File: src/core/cel_pkg.sv
// Shared constants, codes and carrier types of the cache error log record.
package cel_pkg;

  // Clock rate of sys_clk_i
  localparam int unsigned CLK_HZ = 50_000_000;

  // Printed field offsets are register indices; byte address is four times the index
  localparam logic [11:0] IDX_VALID    = 12'h000;
  localparam logic [11:0] IDX_LENGTH   = 12'h004;
  localparam logic [11:0] IDX_KIND     = 12'h006;
  localparam logic [11:0] IDX_OPER     = 12'h007;
  localparam logic [11:0] IDX_ERROR    = 12'h008;
  localparam logic [11:0] IDX_LEVEL    = 12'h009;
  localparam logic [11:0] IDX_SET      = 12'h00A;
  localparam logic [11:0] IDX_WAY      = 12'h00E;
  localparam logic [11:0] IDX_INSTANCE = 12'h012;
  localparam logic [11:0] IDX_PAD      = 12'h013;
  localparam logic [11:0] IDX_VENDOR   = 12'h014;

  // Block-local control registers and the vendor window
  localparam logic [11:0] ADDR_STATUS   = 12'h080;
  localparam logic [11:0] ADDR_MASK     = 12'h084;
  localparam logic [11:0] ADDR_LOGPOS   = 12'h088;
  localparam logic [11:0] ADDR_VEN_BASE = 12'h100;

  // Record geometry
  localparam logic [15:0] REC_FIXED_LEN   = 16'h0014;
  localparam logic [7:0]  LOG_RECORD_DW   = 8'h05;
  localparam logic [15:0] LOG_RECORD_BYTE = 16'h0014;
  localparam int unsigned VEN_WORDS_DEF   = 16;

  // Validity bit positions
  localparam int unsigned VB_KIND     = 0;
  localparam int unsigned VB_OPER     = 1;
  localparam int unsigned VB_ERROR    = 2;
  localparam int unsigned VB_LEVEL    = 3;
  localparam int unsigned VB_SET      = 4;
  localparam int unsigned VB_WAY      = 5;
  localparam int unsigned VB_INSTANCE = 6;
  localparam int unsigned VB_VENDOR   = 7;
  localparam int unsigned VB_COUNT    = 8;

  // Status and mask bit positions, reset values
  localparam int unsigned ST_NEW     = 0;
  localparam int unsigned ST_OVERRUN = 1;
  localparam int unsigned ST_W       = 2;
  localparam logic [1:0]  ST_RESET   = 2'h0;
  localparam logic [1:0]  MASK_RESET = 2'h0;

  // Cache kinds
  typedef enum logic [7:0] {
    CK_INSTR    = 8'h00,
    CK_DATA     = 8'h01,
    CK_UNIFIED  = 8'h02,
    CK_SNOOPDIR = 8'h03
  } cel_cache_kind_e;

  // Failing operations
  typedef enum logic [7:0] {
    OP_GENERIC  = 8'h00,
    OP_GEN_RD   = 8'h01,
    OP_GEN_WR   = 8'h02,
    OP_DATA_RD  = 8'h03,
    OP_DATA_WR  = 8'h04,
    OP_IFETCH   = 8'h05,
    OP_PREFETCH = 8'h06,
    OP_EVICT    = 8'h07,
    OP_SNOOPING = 8'h08,
    OP_SNOOPED  = 8'h09,
    OP_MGMT     = 8'h0A
  } cel_oper_e;

  // Error kinds
  typedef enum logic [7:0] {
    EK_DATA     = 8'h00,
    EK_TAG      = 8'h01,
    EK_TIMEOUT  = 8'h02,
    EK_HANG     = 8'h03,
    EK_LOST     = 8'h04,
    EK_BAD_ADDR = 8'h05
  } cel_err_kind_e;

  // Fixed fields of one record
  typedef struct packed {
    logic [7:0]  cache_kind;
    logic [7:0]  failing_operation;
    logic [7:0]  error_kind;
    logic [7:0]  hierarchy_level;
    logic [31:0] set_index;
    logic [31:0] way_number;
    logic [7:0]  cache_instance;
  } cel_rec_s;

  // One error report from the cache logic
  typedef struct packed {
    cel_rec_s    rec;
    logic [6:0]  present;
    logic [15:0] vendor_info_length;
  } cel_report_s;

endpackage : cel_pkg

File: src/core/cel_ven_buf.sv
// Word store for vendor-specific trailing information.
`timescale 1ns/1ps
module cel_ven_buf #(
  parameter int unsigned WORDS = 16,
  parameter int unsigned IW    = 4
) (
  // Clock
  input  wire logic          clk_i,
  // Write side
  input  wire logic          wr_en_i,
  input  wire logic [IW-1:0] wr_idx_i,
  input  wire logic [31:0]   wr_data_i,
  // Read side
  input  wire logic [IW-1:0] rd_idx_i,
  output logic      [31:0]   rd_data_o
);

  logic [31:0] mem [WORDS];

  // No reset on the array; contents matter only below the reported length
  always_ff @(posedge clk_i) begin
    if (wr_en_i) begin
      mem[wr_idx_i] <= wr_data_i;
    end
  end

  assign rd_data_o = mem[rd_idx_i];

endmodule : cel_ven_buf

File: src/core/cel_record_top.sv
// Cache error log record: capture of error reports and APB read-out.
`timescale 1ns/1ps
module cel_record_top #(
  parameter int unsigned VEN_WORDS = cel_pkg::VEN_WORDS_DEF,
  parameter int unsigned VIW       = $clog2(VEN_WORDS)
) (
  // Clock and reset
  input  wire logic                sys_clk_i,
  input  wire logic                rst_i,
  // APB slave
  input  wire logic [11:0]         paddr_i,
  input  wire logic                psel_i,
  input  wire logic                penable_i,
  input  wire logic                pwrite_i,
  input  wire logic [31:0]         pwdata_i,
  output logic      [31:0]         prdata_o,
  output logic                     pready_o,
  output logic                     pslverr_o,
  // Error reports from the cache logic
  input  wire logic                report_valid_i,
  input  wire cel_pkg::cel_report_s report_i,
  // Vendor information words
  input  wire logic                ven_wr_i,
  input  wire logic [VIW-1:0]      ven_idx_i,
  input  wire logic [31:0]         ven_data_i,
  // Interrupt
  output logic                     irq_o
);

  typedef enum logic [1:0] {
    CEL_APB_IDLE   = 2'b00,
    CEL_APB_ANSWER = 2'b01
  } cel_apb_e;

  localparam logic [15:0] VEN_MAX   = 16'(VEN_WORDS * 4);
  localparam logic [11:0] VEN_LIMIT = 12'(cel_pkg::ADDR_VEN_BASE + 12'(VEN_WORDS * 4));

  // Byte address of a register from its printed index
  function automatic logic [11:0] idx_addr(input logic [11:0] idx);
    idx_addr = {idx[9:0], 2'b00};
  endfunction : idx_addr

  // Word hit of a bus address on a target
  function automatic logic word_hit(input logic [11:0] addr, input logic [11:0] target);
    word_hit = (addr[11:2] == target[11:2]);
  endfunction : word_hit

  // Record state
  cel_pkg::cel_rec_s           rec_r;
  logic [cel_pkg::VB_COUNT-1:0] valid_r;
  logic [cel_pkg::VB_COUNT-1:0] valid_nxt;
  logic [15:0]                 len_r;
  logic [15:0]                 ven_len_clip;

  // Control state
  logic [cel_pkg::ST_W-1:0]    status_r;
  logic [cel_pkg::ST_W-1:0]    status_nxt;
  logic [cel_pkg::ST_W-1:0]    status_set;
  logic [cel_pkg::ST_W-1:0]    status_clr;
  logic [cel_pkg::ST_W-1:0]    mask_r;
  logic                        irq_r;

  // Bus state
  cel_apb_e                    apb_st_r;
  logic [31:0]                 prdata_r;
  logic                        pready_r;
  logic                        pslverr_r;
  logic [31:0]                 rd_data;
  logic                        rd_hit;
  logic                        wr_commit;
  logic                        ven_hit;
  logic [VIW-1:0]              ven_rd_idx;
  logic [31:0]                 ven_rd_data;

  cel_ven_buf #(
    .WORDS (VEN_WORDS),
    .IW    (VIW)
  ) u_ven_buf (
    .clk_i     (sys_clk_i),
    .wr_en_i   (ven_wr_i),
    .wr_idx_i  (ven_idx_i),
    .wr_data_i (ven_data_i),
    .rd_idx_i  (ven_rd_idx),
    .rd_data_o (ven_rd_data)
  );

  // Vendor data larger than the store is cut, so the length never promises missing bytes
  always_comb begin
    if (report_i.vendor_info_length > VEN_MAX) begin
      ven_len_clip = VEN_MAX;
    end else begin
      ven_len_clip = report_i.vendor_info_length;
    end
  end

  // A field carrying a reserved code is stored but left flagged invalid
  always_comb begin
    valid_nxt = '0;
    valid_nxt[cel_pkg::VB_KIND] = report_i.present[cel_pkg::VB_KIND] &&
                                 (report_i.rec.cache_kind <= cel_pkg::CK_SNOOPDIR);
    valid_nxt[cel_pkg::VB_OPER] = report_i.present[cel_pkg::VB_OPER] &&
                                 (report_i.rec.failing_operation <= cel_pkg::OP_MGMT);
    valid_nxt[cel_pkg::VB_ERROR] = report_i.present[cel_pkg::VB_ERROR] &&
                                  (report_i.rec.error_kind <= cel_pkg::EK_BAD_ADDR);
    valid_nxt[cel_pkg::VB_LEVEL] = report_i.present[cel_pkg::VB_LEVEL];
    valid_nxt[cel_pkg::VB_SET] = report_i.present[cel_pkg::VB_SET];
    valid_nxt[cel_pkg::VB_WAY] = report_i.present[cel_pkg::VB_WAY];
    valid_nxt[cel_pkg::VB_INSTANCE] = report_i.present[cel_pkg::VB_INSTANCE];
    valid_nxt[cel_pkg::VB_VENDOR] = (ven_len_clip != 16'h0000);
  end

  // Fields, flags and length move in the same edge, so no reader sees a torn record
  always_ff @(posedge sys_clk_i or posedge rst_i) begin
    if (rst_i) begin
      rec_r   <= '0;
      valid_r <= '0;
      len_r   <= cel_pkg::REC_FIXED_LEN;
    end else if (report_valid_i) begin
      rec_r   <= report_i.rec;
      valid_r <= valid_nxt;
      len_r   <= 16'(cel_pkg::REC_FIXED_LEN + ven_len_clip);
    end
  end

  // Register read decode
  always_comb begin
    rd_hit     = 1'b1;
    rd_data    = 32'h0000_0000;
    ven_hit    = (paddr_i >= cel_pkg::ADDR_VEN_BASE) && (paddr_i < VEN_LIMIT);
    ven_rd_idx = paddr_i[VIW+1:2];
    if (ven_hit) begin
      rd_data = ven_rd_data;
    end else if (word_hit(paddr_i, idx_addr(cel_pkg::IDX_VALID))) begin
      rd_data = {24'h00_0000, valid_r};
    end else if (word_hit(paddr_i, idx_addr(cel_pkg::IDX_LENGTH))) begin
      rd_data = {16'h0000, len_r};
    end else if (word_hit(paddr_i, idx_addr(cel_pkg::IDX_KIND))) begin
      rd_data = {24'h00_0000, rec_r.cache_kind};
    end else if (word_hit(paddr_i, idx_addr(cel_pkg::IDX_OPER))) begin
      rd_data = {24'h00_0000, rec_r.failing_operation};
    end else if (word_hit(paddr_i, idx_addr(cel_pkg::IDX_ERROR))) begin
      rd_data = {24'h00_0000, rec_r.error_kind};
    end else if (word_hit(paddr_i, idx_addr(cel_pkg::IDX_LEVEL))) begin
      rd_data = {24'h00_0000, rec_r.hierarchy_level};
    end else if (word_hit(paddr_i, idx_addr(cel_pkg::IDX_SET))) begin
      rd_data = rec_r.set_index;
    end else if (word_hit(paddr_i, idx_addr(cel_pkg::IDX_WAY))) begin
      rd_data = rec_r.way_number;
    end else if (word_hit(paddr_i, idx_addr(cel_pkg::IDX_INSTANCE))) begin
      rd_data = {24'h00_0000, rec_r.cache_instance};
    end else if (word_hit(paddr_i, idx_addr(cel_pkg::IDX_PAD))) begin
      rd_data = 32'h0000_0000;
    end else if (word_hit(paddr_i, cel_pkg::ADDR_STATUS)) begin
      rd_data = {30'h0000_0000, status_r};
    end else if (word_hit(paddr_i, cel_pkg::ADDR_MASK)) begin
      rd_data = {30'h0000_0000, mask_r};
    end else if (word_hit(paddr_i, cel_pkg::ADDR_LOGPOS)) begin
      rd_data = {8'h00, cel_pkg::LOG_RECORD_DW, cel_pkg::LOG_RECORD_BYTE};
    end else begin
      rd_hit = 1'b0;
    end
  end

  // One wait state: decode in the first access cycle, answer in the second
  always_ff @(posedge sys_clk_i or posedge rst_i) begin
    if (rst_i) begin
      apb_st_r  <= CEL_APB_IDLE;
      pready_r  <= 1'b0;
      prdata_r  <= 32'h0000_0000;
      pslverr_r <= 1'b0;
    end else begin
      case (apb_st_r)
        CEL_APB_IDLE: begin
          if (psel_i && penable_i) begin
            apb_st_r  <= CEL_APB_ANSWER;
            pready_r  <= 1'b1;
            pslverr_r <= ~rd_hit;
            prdata_r  <= pwrite_i ? 32'h0000_0000 : rd_data;
          end
        end
        CEL_APB_ANSWER: begin
          apb_st_r  <= CEL_APB_IDLE;
          pready_r  <= 1'b0;
          pslverr_r <= 1'b0;
          prdata_r  <= 32'h0000_0000;
        end
        default: begin
          apb_st_r  <= CEL_APB_IDLE;
          pready_r  <= 1'b0;
          pslverr_r <= 1'b0;
          prdata_r  <= 32'h0000_0000;
        end
      endcase
    end
  end

  // Writes land on the edge where the master sees pready; record fields ignore writes
  assign wr_commit = (apb_st_r == CEL_APB_ANSWER) && psel_i && penable_i && pwrite_i;

  // Interrupt events: new record, and a record replaced before software acknowledged it
  always_comb begin
    status_set = '0;
    status_clr = '0;
    status_set[cel_pkg::ST_NEW]     = report_valid_i;
    status_set[cel_pkg::ST_OVERRUN] = report_valid_i && status_r[cel_pkg::ST_NEW];
    if (wr_commit && word_hit(paddr_i, cel_pkg::ADDR_STATUS)) begin
      status_clr = pwdata_i[cel_pkg::ST_W-1:0];
    end
    // Set beats clear so an event in the clearing cycle survives
    status_nxt = (status_r & ~status_clr) | status_set;
  end

  always_ff @(posedge sys_clk_i or posedge rst_i) begin
    if (rst_i) begin
      status_r <= cel_pkg::ST_RESET;
    end else begin
      status_r <= status_nxt;
    end
  end

  always_ff @(posedge sys_clk_i or posedge rst_i) begin
    if (rst_i) begin
      mask_r <= cel_pkg::MASK_RESET;
    end else if (wr_commit && word_hit(paddr_i, cel_pkg::ADDR_MASK)) begin
      mask_r <= pwdata_i[cel_pkg::ST_W-1:0];
    end
  end

  // Registered, so the line trails the status bit by one cycle
  always_ff @(posedge sys_clk_i or posedge rst_i) begin
    if (rst_i) begin
      irq_r <= 1'b0;
    end else begin
      irq_r <= |(status_r & mask_r);
    end
  end

  assign prdata_o  = prdata_r;
  assign pready_o  = pready_r;
  assign pslverr_o = pslverr_r;
  assign irq_o     = irq_r;

endmodule : cel_record_top

File: config.mk
export PLATFORM = sky130hd
export DESIGN_NAME = cel_record_top
export DESIGN_NICKNAME = d
export VERILOG_FILES = /design/src/core/cel_pkg.sv /design/src/core/cel_ven_buf.sv /design/src/core/cel_record_top.sv
export SDC_FILE = /design/constraint.sdc
export NUM_CORES = 1
export LEC_CHECK = 0
export BUFFER_PORTS_ARGS = -buffer_cell sky130_fd_sc_hd__buf_2
export CAP_MARGIN = 20
export CELL_PAD_IN_SITES_DETAIL_PLACEMENT = 1
export CELL_PAD_IN_SITES_GLOBAL_PLACEMENT = 1
export CORE_MARGIN = 2
export CORE_UTILIZATION = 45
export DETAILED_ROUTE_END_ITERATION = 7
export GPL_TIMING_DRIVEN = 1
export HOLD_SLACK_MARGIN = 0.02
export PLACE_DENSITY = 0.73
export SLEW_MARGIN = 0
export SYNTH_ARGS = -nofsm -noshare
export SYNTH_HDL_FRONTEND = slang
export SYNTH_SLANG_ARGS = --single-unit
File: constraint.sdc
create_clock -name sys_clk_i -period 7.32 [get_ports sys_clk_i]
set_clock_uncertainty 0.05 [all_clocks]
set_input_delay 0.732 -clock sys_clk_i [delete_from_list [all_inputs] [get_ports sys_clk_i]]
set_output_delay 0.732 -clock sys_clk_i [all_outputs]
set_load 0.01 [all_outputs]
* Word-level counts from Yosys, hierarchy flattened
Memories as Yosys holds them, arrays and structs flattened.
Index checks and enable logic that the tools add are counted.
Widths: inputs -> output; s select.
** Operators by class
- Add/sub/neg operators :: 1
- Magnitude comparators :: 6
- Equal/unequal tests :: 14
- Mux-type cells :: 41
- Bitwise operators :: 5
- Reduce and logical (&&, ||, !) cells :: 15
** Operator list (number)
- $mux 32 :: 12
- $mux 19 :: 5
- $eq 10x4->1 const B :: 4
- $eq 10x3->1 const B :: 3
- $eq 10x6->1 const B :: 3
- $eq 10x5->1 const B :: 2
- $mux 1 :: 20
- $add 5x16->16 const A :: 1
- $gt 16x7->1 const B :: 1
- $mux 16 :: 1
- $reduce_bool 16->1 :: 1
- $ge 12x9->1 const B :: 1
- $lt 12x9->1 const B :: 1
- $logic_and 1x1->1 :: 11
- $logic_not 10->1 :: 1
- $le 8x2->1 const B :: 1
- $le 8x3->1 const B :: 1
- $le 8x4->1 const B :: 1
- $mux 2 :: 3
- $and 2x2->2 :: 2
- $eq 2x1->1 const B :: 1
- $logic_not 2->1 :: 1
- $ne 2x2->1 const B :: 1
- $not 2->2 :: 1
- 3 further kinds :: 3
** Storage, ports and cells
- Register bits :: 169
- Memory bits (writable) :: 512
- Input bits :: 214
- Output and inout port bits :: 35
- Memories kept :: 1
** Memories
- u_ven_buf.mem :: depth 16, width 32, rd ports 1, clocked after Yosys merged registers in 0, write ports 1, line cel_ven_buf.sv:18 : logic [31:0] mem [WORDS];

* Logic depth before layout (Yosys ltp)
- Depth after elaboration :: 18
- Gate-level depth with buffers :: 11
- Mapped depth without buffers :: 8

* By module
Synthesis repeated with hierarchy kept, for this count alone.
** Unflattened totals
- Cells, all modules :: 1484
- Area total of the unflattened synthesis :: 27054.7 um2
** By module, submodules not included
- cel_ven_buf :: times used 1, cells each 806, area each 19194.7 um2, sequential area each 15374.7 um2
- cel_record_top :: times used 1, cells each 678, area each 7860.0 um2, sequential area each 4181.5 um2

* Worst setup path after synthesis
OpenSTA, ideal clock, no wires.
- Path kind :: in2reg
- From :: in ven_idx_i[2]
- To :: mem u_ven_buf.mem[0][0] (enable)
- Library setup time :: 0.461 ns
- Arrival time :: 3.450 ns
- Slack :: 3.358 ns
- Stages :: 2
- Cell sequence :: or3b_2 > nor3_1
** RTL lines
- start: declaration :: line cel_record_top.sv:24 : input wire logic [VIW-1:0] ven_idx_i,
- end: declaration :: line cel_ven_buf.sv:18
Straight into the memory's write port.

* Final worst setup path
- From :: in paddr_i[5]
- To :: reg prdata_r[7], in the netlist prdata_o[7]
** Between the ends
- Cells in the longest elaborated chain, start to end :: 17
- Elaborated cells on any way between the ends :: 32
** Ends and longest elaborated chain
- start: declaration :: line cel_record_top.sv:11 : input wire logic [11:0] paddr_i,
- $eq 10x6->1 :: line cel_record_top.sv:45 : word_hit = (addr[11:2] == target[11:2]);
- $mux 19 :: line cel_record_top.sv:155 : end else if (word_hit(paddr_i, cel_pkg::ADDR_MASK)) begin
- $mux 19 :: line cel_record_top.sv:153 : end else if (word_hit(paddr_i, cel_pkg::ADDR_STATUS)) begin
- $mux 19 :: line cel_record_top.sv:151 : end else if (word_hit(paddr_i, idx_addr(cel_pkg::IDX_PAD))) begin
- $mux 19 :: line cel_record_top.sv:149 : end else if (word_hit(paddr_i, idx_addr(cel_pkg::IDX_INSTANCE))) begin
- $mux 32 :: line cel_record_top.sv:147 : end else if (word_hit(paddr_i, idx_addr(cel_pkg::IDX_WAY))) begin
- $mux 32 :: line cel_record_top.sv:145 : end else if (word_hit(paddr_i, idx_addr(cel_pkg::IDX_SET))) begin
- $mux 32 :: line cel_record_top.sv:143 : end else if (word_hit(paddr_i, idx_addr(cel_pkg::IDX_LEVEL))) begin
- $mux 32 :: line cel_record_top.sv:141 : end else if (word_hit(paddr_i, idx_addr(cel_pkg::IDX_ERROR))) begin
- $mux 32 :: line cel_record_top.sv:139 : end else if (word_hit(paddr_i, idx_addr(cel_pkg::IDX_OPER))) begin
- $mux 32 :: line cel_record_top.sv:137 : end else if (word_hit(paddr_i, idx_addr(cel_pkg::IDX_KIND))) begin
- $mux 32 :: line cel_record_top.sv:135 : end else if (word_hit(paddr_i, idx_addr(cel_pkg::IDX_LENGTH))) begin
- $mux 32 :: line cel_record_top.sv:133 : end else if (word_hit(paddr_i, idx_addr(cel_pkg::IDX_VALID))) begin
- $mux 32 * :: line cel_record_top.sv:131 : if (ven_hit) begin
- $mux 32 * :: line cel_record_top.sv:178 : prdata_r <= pwrite_i ? 32'h0000_0000 : rd_data;
- $mux 32 * :: line cel_record_top.sv:174 : if (psel_i && penable_i) begin
- $mux 32 * :: line cel_record_top.sv:172 : case (apb_st_r)
- end signal: assignment :: line cel_record_top.sv:178
- end: declaration :: line cel_record_top.sv:65 : logic [31:0] prdata_r;
Mark *: on every way between the ends. The rest lies on a longest branch, timed or not. The select of a mux whose other input is x is not followed.
A chain may end at the register's enable or synchronous reset.

==> impl_metrics.toml <==
[status]
status = "complete, no violations"

[clocking]
cts_max_level = 3
cts_resized = 0
cts.reportedPaths.clkPinSlew_ns = 0.06
numCtsBuffers = 68
cts_setup_buffers = 0
cts_tree = "done"
ctsHoldBuffers = 0
clock_path_buffers = 3
cts-root-buf = "clkbuf_16"
insertion_delay_ns = 0.61
cts_sinks = 679

[finish]
fin_area_um2 = 31300
syn_to_final_growth_pct = 15.4
drive_above_1_share_pct = 36.6
fin_nets = 1897
postLayoutCoreUtil_pct = 52.8

[logic_synthesis]
synthArstFlopShare_pct = 24.6
yosysSeqAreaShare_pct = 72.2
avgSynthCellArea_um2 = 18.7
syn_inst = 1446
syn_area_um2 = 27100
synth_edf_count = 512
synth-main-ff-cell = "edfxtp_1"
synth-seq-cells = 679
synth_warnings = 0
synth.net_count = 1662
ys_types = 62

[global_route]
antenna_found_initial = 7
grt_max_degree = 127
grt_use_total_pct = 22.9
grt_pass1_wl_um = 106000
grt_pass1_vias = 16300
grt-ovfl-total = 0

[drt]
drt-vias-per-instance = 5.93
drcViolationCount = 0
drt_wl_total_um = 70000
drtPass1Iterations = 5
drt-initial-drc-count = 1277
wl_per_cell_um = 27.9
routed-via-count = 14900
antenna_left = 0

[timing]
rsz0062_at_grt = "no"
slew-limit-headroom_pct = 24.6
period_share_pct = 44.2
finalSetupTns_ns = 0
final-hold-violation-count = 0
worstMarginPinSlew_ns = 1.13
setup_viol = 0
slew_viol_final = 0
fmax_ghz = 0.309
hold-worst-slack_ns = 0.274
fin_crit_ns = 3.23
setup_slack_ns = 4.09

[place]
pre_cts_ws_ns = 3.48
hpwl_um = 41800
gp_congestion = 0.852
placed_cell_area_um2 = 29200
port_buffers = 216

[floorplanning]
pin_count = 249
dieArea_um2 = 62200
die_y_um = 249
core_area_um2 = 59200
placementRows = 89
start_util_pct = 45.7
fp.dieW_um = 249

[hold_path]
hp-class = "input pin to asynchronous set/reset pin"

[worst_setup_path]
rr_worst_depth = 5
worstSetupPathType = "input pin to register"
path_cells = "buf_2, nand4_1, nor2_2, buf_4, a221o_1, a22oi_1, o41ai_2"
max_stage_delay_ns = 0.71
cp_max_fo = 26
r2r-start = "u_ven_buf.mem[15][2]"
crit_path_end_kind = "register"
cp-start-kind = "input pin"
rrSetupSlack_ns = 5.16
cp_data_arrival_time_ns = 3.69
rr_endpoint = "prdata_o[2]"
cp.required_ns = 7.77
crit_slowest_cell = "nand4_1"

[power_and_ir_drop]
peakVddDrop_uv = 148
leakage_uw = 0.0109
powerDensity_nw_per_um2 = 260

[flow_run]
maxCapViolCount = 0
==> cells in the mapped netlist, types with 6 or more instances <==
cell type | instances | area [µm²]
a21oi_1 | 44 | 220
mux2_2 | 109 | 1230
buf_1 | 6 | 22.5
nor3_1 | 19 | 95.1
a31oi_1 | 11 | 68.8
nor4_1 | 6 | 37.5
a22oi_1 | 22 | 165
mux4_2 | 155 | 3490
o211ai_1 | 25 | 188
and3_1 | 7 | 43.8
mux2i_1 | 15 | 150
nor2b_1 | 13 | 81.3
buf_4 | 6 | 45.0
nor2_1 | 37 | 139
inv_1 | 14 | 52.6
nand2b_1 | 9 | 56.3
nand2_1 | 64 | 240
o21ai_0 | 25 | 125
clkbuf_1 | 47 | 176
buf_2 | 20 | 100
dfrtp_1 | 165 | 4130
nand3_1 | 40 | 200
edfxtp_1 | 512 | 15400
==> how the worst max path moves through the flow <==
stage	from	endpoint	slack [ns]
2_1_floorplan	rst_i	irq_o	2.02
6_report	paddr_i[5]	prdata_o[7]	4.09
5_1_grt	paddr_i[5]	prdata_o[7]	3.95
4_1_cts	paddr_i[5]	prdata_o[7]	4.05
3_5_place_dp	paddr_i[5]	prdata_o[7]	3.48
3_3_place_gp	paddr_i[5]	prdata_o[7]	3.47
==> stage by stage <==
step,std cells,power [µW]
finish,2507,8120
global route,2507,8380
CTS,2504,8190
detailed placement,2384,4920
global placement,2384,4890
floorplan,1446,4690
==> routing by layer <==
| layer | global-route usage (%) | vias to the layer above | routed length, µm |
|---|---|---|---|
| met3 | 3.97 | 105 | 3830 |
| met2 | 37.7 | 476 | 34800 |
| met1 | 31.4 | 7970 | 29700 |
| met4 | 7.14 | 6 | 1610 |
| li1 | - | 6310 | - |
| met5 | 0 | - | 41 |
==> flip-flops by register name (all words and copies together) (netlist names) <==
register       count
rec_r            104
pready_o           1
pslverr_o          1
irq_o              1
prdata_o          32
len_r             16
mask_r             2
status_r           2
u_ven_buf.mem    512
valid_r            8
==> power breakdown <==
part	internal [µW]	total (µW)	switching [µW]
sequential	4270	4320	52.9
combinational	224	512	289
clock	1840	3280	1440
total	6340	8120	1780
==> cells by family after synthesis <==
kind of cell | Yosys count | synth area share (%)
AO/OA/AOI/OAI | 169 | 4.14
XOR/XNOR | 3 | 0.0970
adder cells (fa/ha/maj) | 2 | 0.0923
buffers and inverters | 96 | 1.57
flip-flops | 679 | 72.2
multiplexers | 279 | 18.0
AND/OR/NAND/NOR | 218 | 3.97
==> cell usage in the layout, fill, tap and decap left out, types with 25 or more instances in the layout <==
cell,n
a21oi_1,43
buf_2,213
buf_4,31
clkbuf_16,70
dfrtp_1,165
edfxtp_1,512
mux2_2,109
mux4_2,155
nand2_1,64
nand3_1,40
o211ai_1,25
o21ai_0,25
==> layout make-up <==
cell class / count / area, µm²
Multi-Input combinational cell: 671 / 7250
Inverter: 14 / 57.6
Clock buffer: 83 / 1820
Sequential cell: 679 / 19600
Tap cell: 773 / 967
Fill cell: 5439 / 28000
Clock inverter: 37 / 251
Antenna cell: 3 / 7.51
Timing Repair Buffer: 247 / 1350
==> worst max-delay path: cells and delay by family <==
kind                   cells  cell delay [ns]
AO/OA/AOI/OAI              3             0.67
AND/OR/NAND/NOR            2             1.27
buffers and inverters      2             0.98
No activity file was read; power rests on OpenSTA's default activity.
